**src/include/exception_arbiter_pkg.sv**
```systemverilog
// package: constants and carrier types of the exception arbiter
package exception_arbiter_pkg;
  // -------------------------------------------------------------
  // register map (word aligned byte offsets)
  // -------------------------------------------------------------
  localparam logic [3:0] OFS_PEND_LOW = 4'h0;
  localparam logic [3:0] OFS_PEND_HIGH = 4'h4;
  localparam logic [3:0] OFS_PEND_SPARE = 4'h8;
  localparam logic [3:0] OFS_BRK_CTRL = 4'hC;
  localparam int PEND_LOW_LSB = 2;        // first flag sits at bit 2
  localparam int BREAK_CLEAR_ENABLE_BIT = 0;
  localparam logic BREAK_CLEAR_ENABLE_RESET = 1'b0;
  // -------------------------------------------------------------
  // priorities and vector low bytes
  // -------------------------------------------------------------
  localparam int NUM_PRIO = 11;           // hardware priorities 1..11
  localparam logic [7:0] VEC_RESET_LO = 8'hFE;
  localparam logic [7:0] VEC_SWI_LO = 8'hFC;  // priority 0
  localparam logic [7:0] VEC_STEP = 8'h02;    // one vector pair per priority
  localparam logic [7:0] VEC_CODE_RESET = 8'h00;
  localparam int NUM_RESET_SRC = 5;

  typedef enum logic [1:0] {
    ST_IDLE = 2'b01,
    ST_ENTRY = 2'b10
  } arb_state_t;

  typedef struct packed {
    logic extPin;
    logic frameStart;
    logic frameEndPoint;
    logic packetEnd;
    logic busTransition;
    logic hubCtrlTx;
    logic hubCtrlRx;
    logic devCtrlTx;
    logic devCtrlRx;
    logic devEp12Tx;
    logic capture0;
    logic capture1;
    logic counterWrap;
    logic kbdE;
    logic kbdD;
    logic kbdF;
    logic synthLock;
  } src_flags_t;

  typedef struct packed {
    logic instrDone;    // instruction boundary pulse
    logic swiExec;      // software trap instruction completing
    logic rtiExec;      // return from handler completing
    logic globalMask;   // core's global interrupt mask
    logic vecTaken;     // core fetched the vector
    logic breakReq;     // break module request
  } core_in_t;

  typedef struct packed {
    logic entryReq;     // interrupt/reset entry requested
    logic [7:0] vecCode;
    logic pcMinusOne;   // stack pc-1 (hardware) or pc (trap)
    logic saveState;    // push core state (index high excluded)
    logic setMask;      // pulse: set global mask
    logic restoreState; // pulse: pull core state
    logic breakState;
    logic clearAllowed; // peripherals may clear status flags
  } core_out_t;

  typedef struct packed {
    logic cyc;
    logic stb;
    logic we;
    logic [3:0] adr;
    logic [3:0] sel;
    logic [31:0] dat;
  } wb_req_t;
endpackage

```
**src/design/exception_arbiter.sv**
```systemverilog
// exception arbiter: request latch, fixed priority, break and status registers

// Contract
// - latch requests, arbitrate, output vector select code
// - latched request keeps precedence until serviced; a hardware one is withdrawn if the global mask sets before the fetch
// - non-reset entry saves state; every entry sets global mask
// - return instruction restores saved core state
// - hardware requests wait for instruction completion
// - take request only if unmasked and enabled
// - lowest priority number wins among pending
// - still pending after return is serviced next
// - entry never pushes the index high register
// - software trap ignores mask, priority zero vector
// - trap stacks pc, hardware stacks pc minus one
// - four hub frame events share priority two
// - hub control tx/rx share priority three
// - device control and ep12 tx share four
// - keyboard ports e, d, f at eight-ten
// - status flags mirror requests, spare bits zero
// - any reset source wins, no arbitration
// - break forces the software trap vector
// - break without enable blocks flag clearing
// - enable set lets clearing work in break
// - two-step clears stay blocked during break
// - break clear enable is read/write bit
module exception_arbiter (
  input wire logic core_clk,                                  // system bus clock
  input wire logic rst,                                       // async reset, high
  input wire logic [exception_arbiter_pkg::NUM_RESET_SRC-1:0] resetSrc, // reset sources
  input wire exception_arbiter_pkg::src_flags_t srcFlags,     // peripheral flags
  input wire exception_arbiter_pkg::src_flags_t srcEnables,   // peripheral enables
  input wire exception_arbiter_pkg::core_in_t coreIn,         // core handshake
  output exception_arbiter_pkg::core_out_t coreOut,           // to core
  input wire exception_arbiter_pkg::wb_req_t wbReq,           // wishbone request
  output logic [31:0] wbDatR,                                 // wishbone read data
  output logic wbAck                                          // wishbone ack
);
  localparam int NP = exception_arbiter_pkg::NUM_PRIO;

  typedef struct packed {
    exception_arbiter_pkg::arb_state_t st;
    logic isReset;
    logic break_clear_enable;
    logic ack;
    logic [31:0] rdata;
    exception_arbiter_pkg::core_out_t co;
  } state_t;

  state_t q;
  state_t d;

  // -------------------------------------------------------------
  // grouping of sources onto priorities 1..11 (index 0 = priority 1)
  // -------------------------------------------------------------
  exception_arbiter_pkg::src_flags_t act;
  logic [NP-1:0] pend;
  assign act = srcFlags & srcEnables;
  assign pend[0] = act.extPin;
  assign pend[1] = act.frameStart | act.frameEndPoint
                 | act.packetEnd | act.busTransition;
  assign pend[2] = act.hubCtrlTx | act.hubCtrlRx;
  assign pend[3] = act.devCtrlTx | act.devCtrlRx | act.devEp12Tx;
  assign pend[4] = act.capture0;
  assign pend[5] = act.capture1;
  assign pend[6] = act.counterWrap;
  assign pend[7] = act.kbdE;
  assign pend[8] = act.kbdD;
  assign pend[9] = act.kbdF;
  assign pend[10] = act.synthLock;

  // -------------------------------------------------------------
  // fixed priority pick, lowest index wins
  // -------------------------------------------------------------
  logic [NP-1:0] below;   // below[i]: some lower index is pending
  logic [NP-1:0] win;
  logic [7:0] winCode [NP];
  logic [7:0] hwCode;
  genvar gi;
  assign below[0] = 1'b0;
  generate
    for (gi = 0; gi < NP; gi++) begin : g_pick
      if (gi > 0) begin : g_chain
        assign below[gi] = below[gi-1] | pend[gi-1];
      end
      assign win[gi] = pend[gi] & ~below[gi];
      assign winCode[gi] = win[gi] ?
        8'(exception_arbiter_pkg::VEC_SWI_LO
           - exception_arbiter_pkg::VEC_STEP * 8'(gi + 1)) : 8'h00;
    end
  endgenerate

  always_comb begin
    hwCode = 8'h00;
    for (int i = 0; i < NP; i++) begin
      hwCode = hwCode | winCode[i];
    end
  end

  logic anyPend;
  logic anyReset;
  logic wbHit;
  logic [31:0] rdMux;
  assign anyPend = |pend;
  assign anyReset = |resetSrc;
  assign wbHit = wbReq.cyc & wbReq.stb & ~q.ack;

  // -------------------------------------------------------------
  // register read mux
  // -------------------------------------------------------------
  always_comb begin
    rdMux = 32'h0000_0000;
    unique case (wbReq.adr)
      exception_arbiter_pkg::OFS_PEND_LOW:
        rdMux[exception_arbiter_pkg::PEND_LOW_LSB +: 6] = pend[5:0];
      exception_arbiter_pkg::OFS_PEND_HIGH:
        rdMux[4:0] = pend[10:6];
      exception_arbiter_pkg::OFS_BRK_CTRL:
        rdMux[exception_arbiter_pkg::BREAK_CLEAR_ENABLE_BIT] = q.break_clear_enable;
      default:
        rdMux = 32'h0000_0000;  // spare register and holes read zero
    endcase
  end

  // -------------------------------------------------------------
  // next state
  // -------------------------------------------------------------
  always_comb begin
    d = q;
    d.co.setMask = 1'b0;
    d.co.restoreState = 1'b0;
    // bus slave: one wait state, ack dropped the cycle after
    d.ack = wbHit;
    if (wbHit) begin
      d.rdata = wbReq.we ? 32'h0000_0000 : rdMux;
      // only the control bit is writable; status writes vanish
      if (wbReq.we && wbReq.adr == exception_arbiter_pkg::OFS_BRK_CTRL
          && wbReq.sel[0]) begin
        d.break_clear_enable = wbReq.dat[exception_arbiter_pkg::BREAK_CLEAR_ENABLE_BIT];
      end
    end
    if (coreIn.rtiExec) begin
      d.co.restoreState = 1'b1;
      d.co.breakState = 1'b0;
    end
    unique case (q.st)
      exception_arbiter_pkg::ST_IDLE: begin
        if (coreIn.instrDone) begin
          if (coreIn.swiExec || coreIn.breakReq) begin
            // trap and break bypass the mask
            d.st = exception_arbiter_pkg::ST_ENTRY;
            d.co.vecCode = exception_arbiter_pkg::VEC_SWI_LO;
            d.co.pcMinusOne = ~coreIn.swiExec;
            d.co.breakState = coreIn.breakReq;
          end else if (!coreIn.globalMask && anyPend) begin
            d.st = exception_arbiter_pkg::ST_ENTRY;
            d.co.vecCode = hwCode;
            d.co.pcMinusOne = 1'b1;
          end
        end
      end
      exception_arbiter_pkg::ST_ENTRY: begin
        // latched code frozen: newer hardware and trap requests cannot displace it, a reset source can
        if (coreIn.vecTaken) begin
          d.st = exception_arbiter_pkg::ST_IDLE;
          d.co.setMask = 1'b1;
        end else if (coreIn.globalMask && !q.isReset
                     && q.co.pcMinusOne && !q.co.breakState) begin
          d.st = exception_arbiter_pkg::ST_IDLE;
        end
      end
    endcase
    d.isReset = 1'b0;
    if (anyReset) begin
      // every source alike, taken at once, above all else
      d.st = exception_arbiter_pkg::ST_ENTRY;
      d.isReset = 1'b1;
      d.co.vecCode = exception_arbiter_pkg::VEC_RESET_LO;
      d.co.pcMinusOne = 1'b0;
      d.co.breakState = 1'b0;
      d.break_clear_enable = exception_arbiter_pkg::BREAK_CLEAR_ENABLE_RESET;
    end else if (q.isReset && q.st == exception_arbiter_pkg::ST_ENTRY
                 && !coreIn.vecTaken) begin
      d.isReset = 1'b1;
    end
    d.co.entryReq = d.st == exception_arbiter_pkg::ST_ENTRY;
    // state push excludes the index high register by design
    d.co.saveState = d.co.entryReq & ~d.isReset;
    // a peripheral gates both steps of a two-step clear with this
    // level, so a first step taken before break still cannot finish
    d.co.clearAllowed = ~d.co.breakState | d.break_clear_enable;
  end

  // -------------------------------------------------------------
  // state register
  // -------------------------------------------------------------
  always_ff @(posedge core_clk or posedge rst) begin
    if (rst) begin
      q <= '{st: exception_arbiter_pkg::ST_IDLE, isReset: 1'b0,
             break_clear_enable: exception_arbiter_pkg::BREAK_CLEAR_ENABLE_RESET, ack: 1'b0,
             rdata: 32'h0000_0000,
             co: '{entryReq: 1'b0, vecCode: exception_arbiter_pkg::VEC_CODE_RESET,
                   pcMinusOne: 1'b0, saveState: 1'b0, setMask: 1'b0,
                   restoreState: 1'b0, breakState: 1'b0, clearAllowed: 1'b1}};
    end else begin
      q <= d;
    end
  end

  assign coreOut = q.co;
  assign wbDatR = q.rdata;
  assign wbAck = q.ack;
endmodule

```
**config.mk**
```make
export PLATFORM = sky130hd
export DESIGN_NAME = exception_arbiter
export DESIGN_NICKNAME = d
export VERILOG_FILES = /design/src/include/exception_arbiter_pkg.sv /design/src/design/exception_arbiter.sv
export SDC_FILE = /design/constraint.sdc
export NUM_CORES = 1
export LEC_CHECK = 0
export ABC_AREA = 0
export CAP_MARGIN = 20
export CORE_MARGIN = 1
export CORE_UTILIZATION = 50
export DETAILED_ROUTE_END_ITERATION = 16
export DONT_BUFFER_PORTS = 1
export GPL_TIMING_DRIVEN = 0
export PLACE_DENSITY = 0.73
export SKIP_LAST_GASP = 1
export SYNTH_ARGS = -nofsm -noshare
export SYNTH_HDL_FRONTEND = slang
export SYNTH_SLANG_ARGS = --single-unit
```
**constraint.sdc**
```tcl
create_clock -name core_clk -period 2.4 [get_ports core_clk]
set_clock_uncertainty 0.2 [all_clocks]
set_input_delay 0.6 -clock core_clk [delete_from_list [all_inputs] [get_ports core_clk]]
set_output_delay 0.6 -clock core_clk [all_outputs]
set_load 0.05 [all_outputs]
```
==> metrics.cfg, run 1 <==
[run_status]
status=completed

[worst_setup_path]
cp-end-kind=flip-flop
crit_path_start_kind=primary input
cp_slowest_stage_delay_ns=0.52
cp.required_ns=2.44
crit_type=in -> reg
crit_path_cell_trace=a222oi_1, buf_4, nand4_2, o31ai_1, nand3_1, a21o_1
arrival_ns=2.14
crit_fanout=4
critPathSlowestCell=o31ai_1

[yosys]
netlist_area_sq_um=1660
ys_types=38
async_flop_share=1.00
ys_top_cells_by_count=47 x buf_4, 23 x dfrtp_1, 20 x nand2_1, 10 x nor2_1, 8 x o21ai_0
synth_most_common_cell=buf_4
ys_seq_area_frac=0.379
yosys.area.top_type=dfrtp_1
synth_flop_cell=dfrtp_1
syn_avg_cell_area_sq_um=8.90
yosys_warnings=0
synthTopCellsByArea=dfrtp_1 35%, buf_4 21%, nand2_1 4.5%
netlist_instances=186
synth_top_cell_area_share=0.348
synth_edf_count=0
synth-seq-cells=25

[placement]
dpl.cell_count=254
gp_congestion=0.884
port_buffers=0
dp.final_hpwl_um=2810

[clock_network]
path_clk_slew_ns=0.15
clock-sinks=25
ctsHoldBuffers=0
cts_tree=built
cts_resized=0
cts_buffer_depth=2
cts_max_level=1
root_buffer=clkbuf_4
cts_setup_buffers=0
clk-insertion-delay-late_ns=0.33
cts_buffers=3

[cells_and_area]
syn2layout_area_growth_pct=11.5
fillers=292
seq_area_sq_um=628
antennaDiodeCount=0
fin_nets=307
fin_cells=260
layout-drive-gt1-share=0.292
multi_input_area_sq_um=727

[die]
die_h_um=59.5
die_w_um=59.5
row_count=20
dieArea_sq_um=3550
pin_count=138
coreArea_sq_um=3100
start_util=0.533

[pwr]
vdd_drop_max_uv=190
p_leak_nw=0.845
powerDensity_nw_per_um2=460

[timing]
slew_headroom=0.393
setup_viol=0
hold_slack_ns=0.0732
final.setup.tns_ns=0
rsz0062_at_grt=no
tightest_slew_ns=0.909
fin_crit_sh=0.877
fmax_mhz=475
hold_viol=0
report.final.slew_viol_count=0
min_period_ns=2.10

[job]
drv_cap=0

[detailed_routing]
vias=1338
vias_per_cell=5.15
wirelength_um=3400
firstDrtPassIters=4
remaining_drc_errors=0
post_drt_wl_per_cell_um=13.1
drtIter0Drc=47
ant_nets=0

[global_routing]
grt_pass1_vias=1318
grt_usage=0.200
grt_pass1_wl_um=5430
grt_antenna_before_repair=0
grt_start_max_net_pins=26
overflow=0

[hold_path]
hold_class=in -> reg

final timing paths:
path | slack [ns] | to | startpoint | cells after the start
setup / recovery | 0.30 | q[51]$_DFF_PP0_ | srcEnables[9] | 6
hold / removal | 0.07 | coreOut[2]$_DFF_PP0_ | coreIn[3] | 0
setup reg to reg | 0.37 | q[48]$_DFF_PP0_ | wbAck$_DFF_PP0_ | 4
hold reg to reg | 0.29 | q[50]$_DFF_PP1_ | q[50]$_DFF_PP1_ | 2
max in group asynchronous | 1.30 | wbDatR[3]$_DFFE_PP0P_ | rst | 1
min in group asynchronous | 0.13 | coreOut[1]$_DFF_PP0_ | rst | 1
logic make-up after synthesis:
family          count (synthesis)  share of synthesized area
simple gates                   60                      0.194
buf+inv                        57                      0.236
compound gates                 39                      0.163
mux                             4                     0.0257
flops                          25                      0.379
other cells                     1                    0.00227
cell type report:
type / count / share of cell area
clock buffers: 3 / 0.0122
multi-input cells: 128 / 0.394
repair buffers: 2 / 0.00814
inverters: 7 / 0.0142
well taps: 44 / 0.0298
clock inverters: 1 / 0.00407
flip-flops and latches: 25 / 0.340
plain buffers: 50 / 0.197
where the power goes:
group	internal (W)	leakage, nW	switching (W)	total (W)
Clock	0.0000638	0.0139	0.000134	0.000198
Combinational	0.0000591	0.536	0.000158	0.000217
Sequential	0.000427	0.295	0.00000581	0.000433
worst max-delay path: cells and delay by family:
kind                   cells  cell delay, ns
AO/OA/AOI/OAI              3            1.02
AND/OR/NAND/NOR            2            0.34
buffers and inverters      1            0.19
placed cells by master (no fill, tap or decap), types with 4 or more instances in the layout:
master and count:
nor2_1 10, conb_1 25, nand2_1 20, buf_4 49, o21ai_0 8, nand4_1 4, dfrtp_1 23, or2_2 4
a21oi_1 5, nand3_1 7, inv_1 7, o31ai_1 5, a22oi_1 5
per-stage QoR:
stage	total power, W	area [sq um]	util	setup slack (ns)
after floorplan	0.000637	1750	-	0.0287
after global placement	0.000651	1800	0.580	-0.232
after detailed placement	0.000653	1800	0.580	-0.283
after CTS	0.000846	1830	0.590	0.0759
after global routing	0.000878	1850	0.595	0.172
final	0.000849	1850	0.595	0.296
routing by layer:
metal / vias to the layer above / share of wire / track usage
met3: 4 / 0.075 / 0.0240
met1: 616 / 0.39 / 0.236
met5: - / 0 / 0
met2: 74 / 0.53 / 0.364
met4: 0 / 0.0071 / 0.0831
li1: 644 / - / -
sequential cells by signal, indices dropped and copies added, names as in the netlist:
name	count
wbAck	1
q	4
wbDatR	8
coreOut	12
(Power assumes the default switching activity.)
==> inputs of run 2 (changes only) <==
- CORE_MARGIN: 1 -> 10
==> metrics.cfg, run 2 (synthesis results as in run 1) <==
[worst_setup_path]
critPathSlowestCell=o31ai_1
worstReg2RegEnd=coreOut[0]$_DFF_PP1_
crit_path_start_kind=primary input
r2r_start=wbAck$_DFF_PP0_
reg2reg_slack_ns=0.43  ; +0.06 ns
path_buf_inv=1  ; unchanged
crit_fanout=4  ; unchanged
arrival_ns=2.18  ; +0.04 ns
crit_family=compound AO/OA/AOI/OAI gates
crit_path_cell_trace=a222oi_1, buf_4, nand4_2, o31ai_1, nand3_1, a21o_1
crit_type=in -> reg
cp.required_ns=2.41  ; -0.03 ns
cp_slowest_stage_delay_ns=0.51  ; about the same
reg2reg_depth=4  ; unchanged
cp-end-kind=flip-flop

[clock_network]
cts_resized=0  ; unchanged
ctsHoldBuffers=0  ; unchanged
path_clk_slew_ns=0.13  ; -0.02 ns
cts_max_level=1  ; unchanged
cts_buffers=3  ; unchanged
clock-sinks=25  ; unchanged
cts_buffer_depth=2  ; unchanged
root_buffer=clkbuf_4
cts_tree=built
clk-insertion-delay-late_ns=0.31  ; -0.02 ns

[hold_path]
hp-start=coreIn[3]
holdPathStages=0  ; unchanged
hold_class=in -> reg
min_to=coreOut[2]$_DFF_PP0_

[cells_and_area]
largest_register_ffs=12  ; unchanged
layout_commonest_cell=buf_4
fillers=306  ; +4.8%
post-route-util=0.594  ; -0.00121
fin_nets=307  ; unchanged
fin_cells=260  ; unchanged
syn2layout_area_growth_pct=11.3
antennaDiodeCount=0  ; unchanged
layout-drive-gt1-share=0.287  ; -0.00463
final_cell_mix=49 x buf_4, 25 x conb_1, 23 x dfrtp_1

[pwr]
p_leak_nw=0.846  ; +0.12%
vdd_drop_max_uv=180  ; -5.2%
powerDensity_nw_per_um2=454  ; -1.4%

[timing]
fmax_mhz=461  ; -3.0%
fin_crit_sh=0.904  ; +0.0269
min_period_ns=2.17  ; +0.0645 ns
report.final.slew_viol_count=0  ; unchanged
hold_viol=0  ; unchanged
tightest_slew_ns=0.898  ; -0.0111 ns
hold_slack_ns=0.103  ; +0.0296 ns
rsz0062_at_grt=no
slew_headroom=0.401  ; +0.00740
setup_viol=0  ; unchanged

[die]
pin_count=138  ; unchanged
coreArea_sq_um=3100  ; unchanged
die_w_um=77.5  ; +30%
die_h_um=77.5  ; +30%
row_count=20  ; unchanged
start_util=0.533  ; unchanged
dieArea_sq_um=6010  ; +70%

[global_routing]
grt_pass1_vias=1430  ; +8.5%
grt_antenna_before_repair=0  ; unchanged
overflow=0  ; unchanged
grt_usage=0.134  ; -0.0659
grt_pass1_wl_um=6740  ; +24%
grt_start_max_net_pins=26  ; unchanged

[detailed_routing]
wirelength_um=4230  ; +24%
firstDrtPassIters=4  ; unchanged
vias=1335  ; -0.22%
drtIter0Drc=91  ; +94%
post_drt_wl_per_cell_um=16.3  ; +24%
vias_per_cell=5.13  ; -0.22%
remaining_drc_errors=0  ; unchanged
ant_nets=0  ; unchanged

[placement]
gp_congestion=0.868  ; -1.8%
dpl.cell_count=254  ; unchanged
port_buffers=0  ; unchanged
dp.final_hpwl_um=3590  ; +28%

[run_status]
status=completed

[job]
drv_cap=0  ; unchanged

==> run 2: cell types whose count changed in the layout (fill, tap and decap cells not counted), sizes merged <==
cell,change
clkbuf,+1
clkinvlp,-1
==> run 2: power by group <==
part	internal [W]	switching (W)
Sequential	0.000427	0.00000590
Combinational	0.0000591	0.000161
Clock	0.0000647	0.000118
Total	0.000551	0.000284
==> run 2: per-stage QoR <==
step / total power (W) / instance area, sq um / setup TNS, ns / setup WS, ns
after floorplan: 0.000637 / 1750 / 0 / 0.0287
after global placement: 0.000650 / 1800 / -1.37 / -0.252
after detailed placement: 0.000653 / 1800 / -1.80 / -0.296
after CTS: 0.000838 / 1840 / 0 / 0.264
after global routing: 0.000874 / 1840 / 0 / 0.151
final: 0.000835 / 1840 / 0 / 0.231
==> run 2: layout make-up <==
cell class,instances,area [sq um],area share
Clock buffer,4,26.3,0.0143
Tap cell,44,55.1,0.0299
Timing Repair Buffer,2,15.0,0.00815
Buffer,50,364,0.198
Sequential cell,25,628,0.341
Inverter,7,26.3,0.0143
Multi-Input combinational cell,128,727,0.395
==> run 2: worst max path at each step <==
stage                              from                      to  slack, ns  cells past startpoint
after floorplan             srcFlags[9]  coreOut[8]$_DFFE_PP0P_       0.03                      5
after global placement      srcFlags[9]         q[51]$_DFF_PP0_      -0.25                      5
after detailed placement    srcFlags[9]         q[51]$_DFF_PP0_      -0.30                      5
after CTS                 srcEnables[9]         q[51]$_DFF_PP0_       0.26                      6
after global routing      srcEnables[9]         q[51]$_DFF_PP0_       0.15                      6
final                     srcEnables[9]         q[51]$_DFF_PP0_       0.23                      6
==> run 2: routing by layer <==
| metal | vias to the layer above | wire length (um) | GRT usage |
|---|---|---|---|
| li1 | 642 | - | - |
| met1 | 610 | 1510 | 0.133 |
| met2 | 73 | 2190 | 0.234 |
| met3 | 10 | 417 | 0.0576 |
| met4 | 0 | 113 | 0.0693 |
| met5 | - | 0 | 0 |
==> run 2: what timing repair did <==
| action | 4_1_cts | 5_1_grt |
|---|---|---|
| setup endpoints to repair | 1 | 0 |
| buffers inserted | 2 | 0 |
| hold endpoints to repair | 0 | 0 |
==> inputs of run 3 (changes only) <==
- BUFFER_PORTS_ARGS: not set -> -buffer_cell sky130_fd_sc_hd__buf_2
- CORE_UTILIZATION: 50 -> 39
- DONT_BUFFER_PORTS: 1 -> not set
- PLACE_DENSITY: 0.73 -> 0.89
==> metrics.cfg, run 3 (synthesis results as in run 1) <==
[worst_setup_path]
crit_type=in -> reg
crit_family=compound AO/OA/AOI/OAI gates
crit_path_start_kind=primary input
cp-end-kind=flip-flop
crit_start=srcEnables[9]
critPathSlowestCell=o31ai_1
cp_slowest_stage_delay_ns=0.49  ; -0.02 ns
arrival_ns=2.22  ; +0.04 ns
path_buf_inv=2  ; +1
crit_path_cell_trace=buf_2, a222oi_1, buf_4, nand4_2, o31ai_1, nand3_1, a21o_1
cp.required_ns=2.37  ; -0.04 ns
r2r_start=wbAck$_DFF_PP0_
cp_num_cells=7  ; +1
crit_fanout=4  ; unchanged
reg2reg_depth=4  ; unchanged

[cells_and_area]
fin_nets=384  ; +25%
fin_cells=343  ; +32%
largest_register_ffs=12  ; unchanged
final_cell_mix=77 x buf_2, 49 x buf_4, 25 x conb_1
layout-drive-gt1-share=0.478  ; +0.191
layout_commonest_cell=buf_2
antennaDiodeCount=0  ; unchanged
syn2layout_area_growth_pct=36.4

[clock_network]
clock-sinks=25  ; unchanged
clk-insertion-delay-late_ns=0.27  ; -0.04 ns
root_buffer=clkbuf_8
cts_buffer_depth=2  ; unchanged
cts_max_level=1  ; unchanged
cts_buffers=3  ; unchanged
path_clk_slew_ns=0.09  ; -0.04 ns
cts_tree=built

[die]
die_w_um=85.2  ; +9.8%
start_util=0.408  ; -0.126
row_count=23  ; +15%
die_h_um=85.2  ; +9.8%
coreArea_sq_um=4060  ; +31%
dieArea_sq_um=7250  ; +21%
pin_count=138  ; unchanged

[global_routing]
grt_antenna_before_repair=0  ; unchanged
grt.busiest_layer=met2
gr-usage-met2=0.211  ; -0.0229
use_met3=0.0468  ; -0.0108
grt_pass1_wl_um=7320  ; +8.6%
grt_usage=0.121  ; -0.0129
grtUsageMet1=0.128  ; -0.00554
grt_start_max_net_pins=26  ; unchanged
grt_pass1_vias=1573  ; +10%
overflow=0  ; unchanged

[timing]
setup_viol=0  ; unchanged
slew_headroom=0.371  ; -0.0301
fin_crit_sh=0.938  ; +0.0342
report.final.slew_viol_count=0  ; unchanged
setup_ws_ns=0.149  ; -0.0822 ns
hold_viol=0  ; unchanged
rsz0062_at_grt=no
fmax_mhz=444  ; -3.6%
tightest_slew_ns=0.943  ; +0.0451 ns
min_period_ns=2.25  ; +0.0822 ns

[detailed_routing]
firstDrtPassIters=4  ; unchanged
post_drt_wl_per_cell_um=13.5  ; -17%
remaining_drc_errors=0  ; unchanged
drtIter0Drc=116  ; +27%
vias_per_cell=4.45  ; -13%
ant_nets=0  ; unchanged
wirelength_um=4640  ; +9.7%
vias=1528  ; +14%

[hold_path]
holdPathStages=1  ; +1
hold_class=in -> reg
hp-start=coreIn[3]

[pwr]
p_leak_nw=1.16  ; +37%
vdd_drop_max_uv=217  ; +20%
powerDensity_nw_per_um2=429  ; -5.4%

[placement]
dp_slack_ns=-0.414  ; -0.118 ns
dpl.cell_count=337  ; +33%
gp_congestion=0.853  ; -1.8%
port_buffers=77  ; +77
dp.final_hpwl_um=3920  ; +9.1%

[job]
drv_cap=0  ; unchanged

[run_status]
status=completed

run 3: layout make-up:
type	instances	area, sq um
Inverter	7	26.3
Sequential cell	25	628
Timing Repair Buffer	79	400
Tap cell	50	62.6
Clock inverter	1	7.51
Clock buffer	3	41.3
Multi-Input combinational cell	128	727
Fill cell	373	1800
Buffer	50	364
run 3: worst paths after layout:
kind / to / slack [ns]
setup / recovery: q[51]$_DFF_PP0_ / 0.15
hold / removal: coreOut[2]$_DFF_PP0_ / 0.25
setup reg to reg: coreOut[0]$_DFF_PP1_ / 0.57
hold reg to reg: q[50]$_DFF_PP1_ / 0.27
max in group asynchronous: coreOut[1]$_DFF_PP0_ / 1.10
min in group asynchronous: q[48]$_DFF_PP0_ / 0.32
run 3: worst reg2reg max path: cells and delay by family (launching register included):
family | cells | cell delay (ns)
simple gates | 2 | 0.77
flops | 1 | 0.39
mux | 1 | 0.28
compound gates | 1 | 0.11
run 3: report_power, final:
| group | leakage [nW] | internal, W | switching, W | total (W) |
|---|---|---|---|---|
| combinational | 0.843 | 0.0000923 | 0.000185 | 0.000277 |
| clock | 0.0217 | 0.000118 | 0.000144 | 0.000262 |
| sequential | 0.295 | 0.000427 | 0.00000247 | 0.000429 |
run 3: repair_timing:
action | in CTS | in global routing
hold buffers | 0 | 0
setup endpoints to repair | 4 | 0
gates resized for setup | 0 | 0
setup buffers | 2 | 0
run 3: routing by layer:
metal / share of wire / wire length [um]
met5: 0 / 0
met4: 0.017 / 78
met3: 0.10 / 463
met2: 0.50 / 2310
met1: 0.39 / 1790
run 3: per-stage QoR:
stage                     cell area [sq um]  hold WS, ns  setup TNS [ns]  utilization  total power, W
final                                  2260        0.247               0        0.556        0.000968
after global routing                   2260        0.239               0        0.556         0.00101
after CTS                              2260        0.246               0        0.556        0.000964
after detailed placement               2190        0.261           -2.79        0.541        0.000706
after global placement                 2190        0.254           -2.46        0.541        0.000703
after floorplan                        1750        0.245               0            -        0.000637
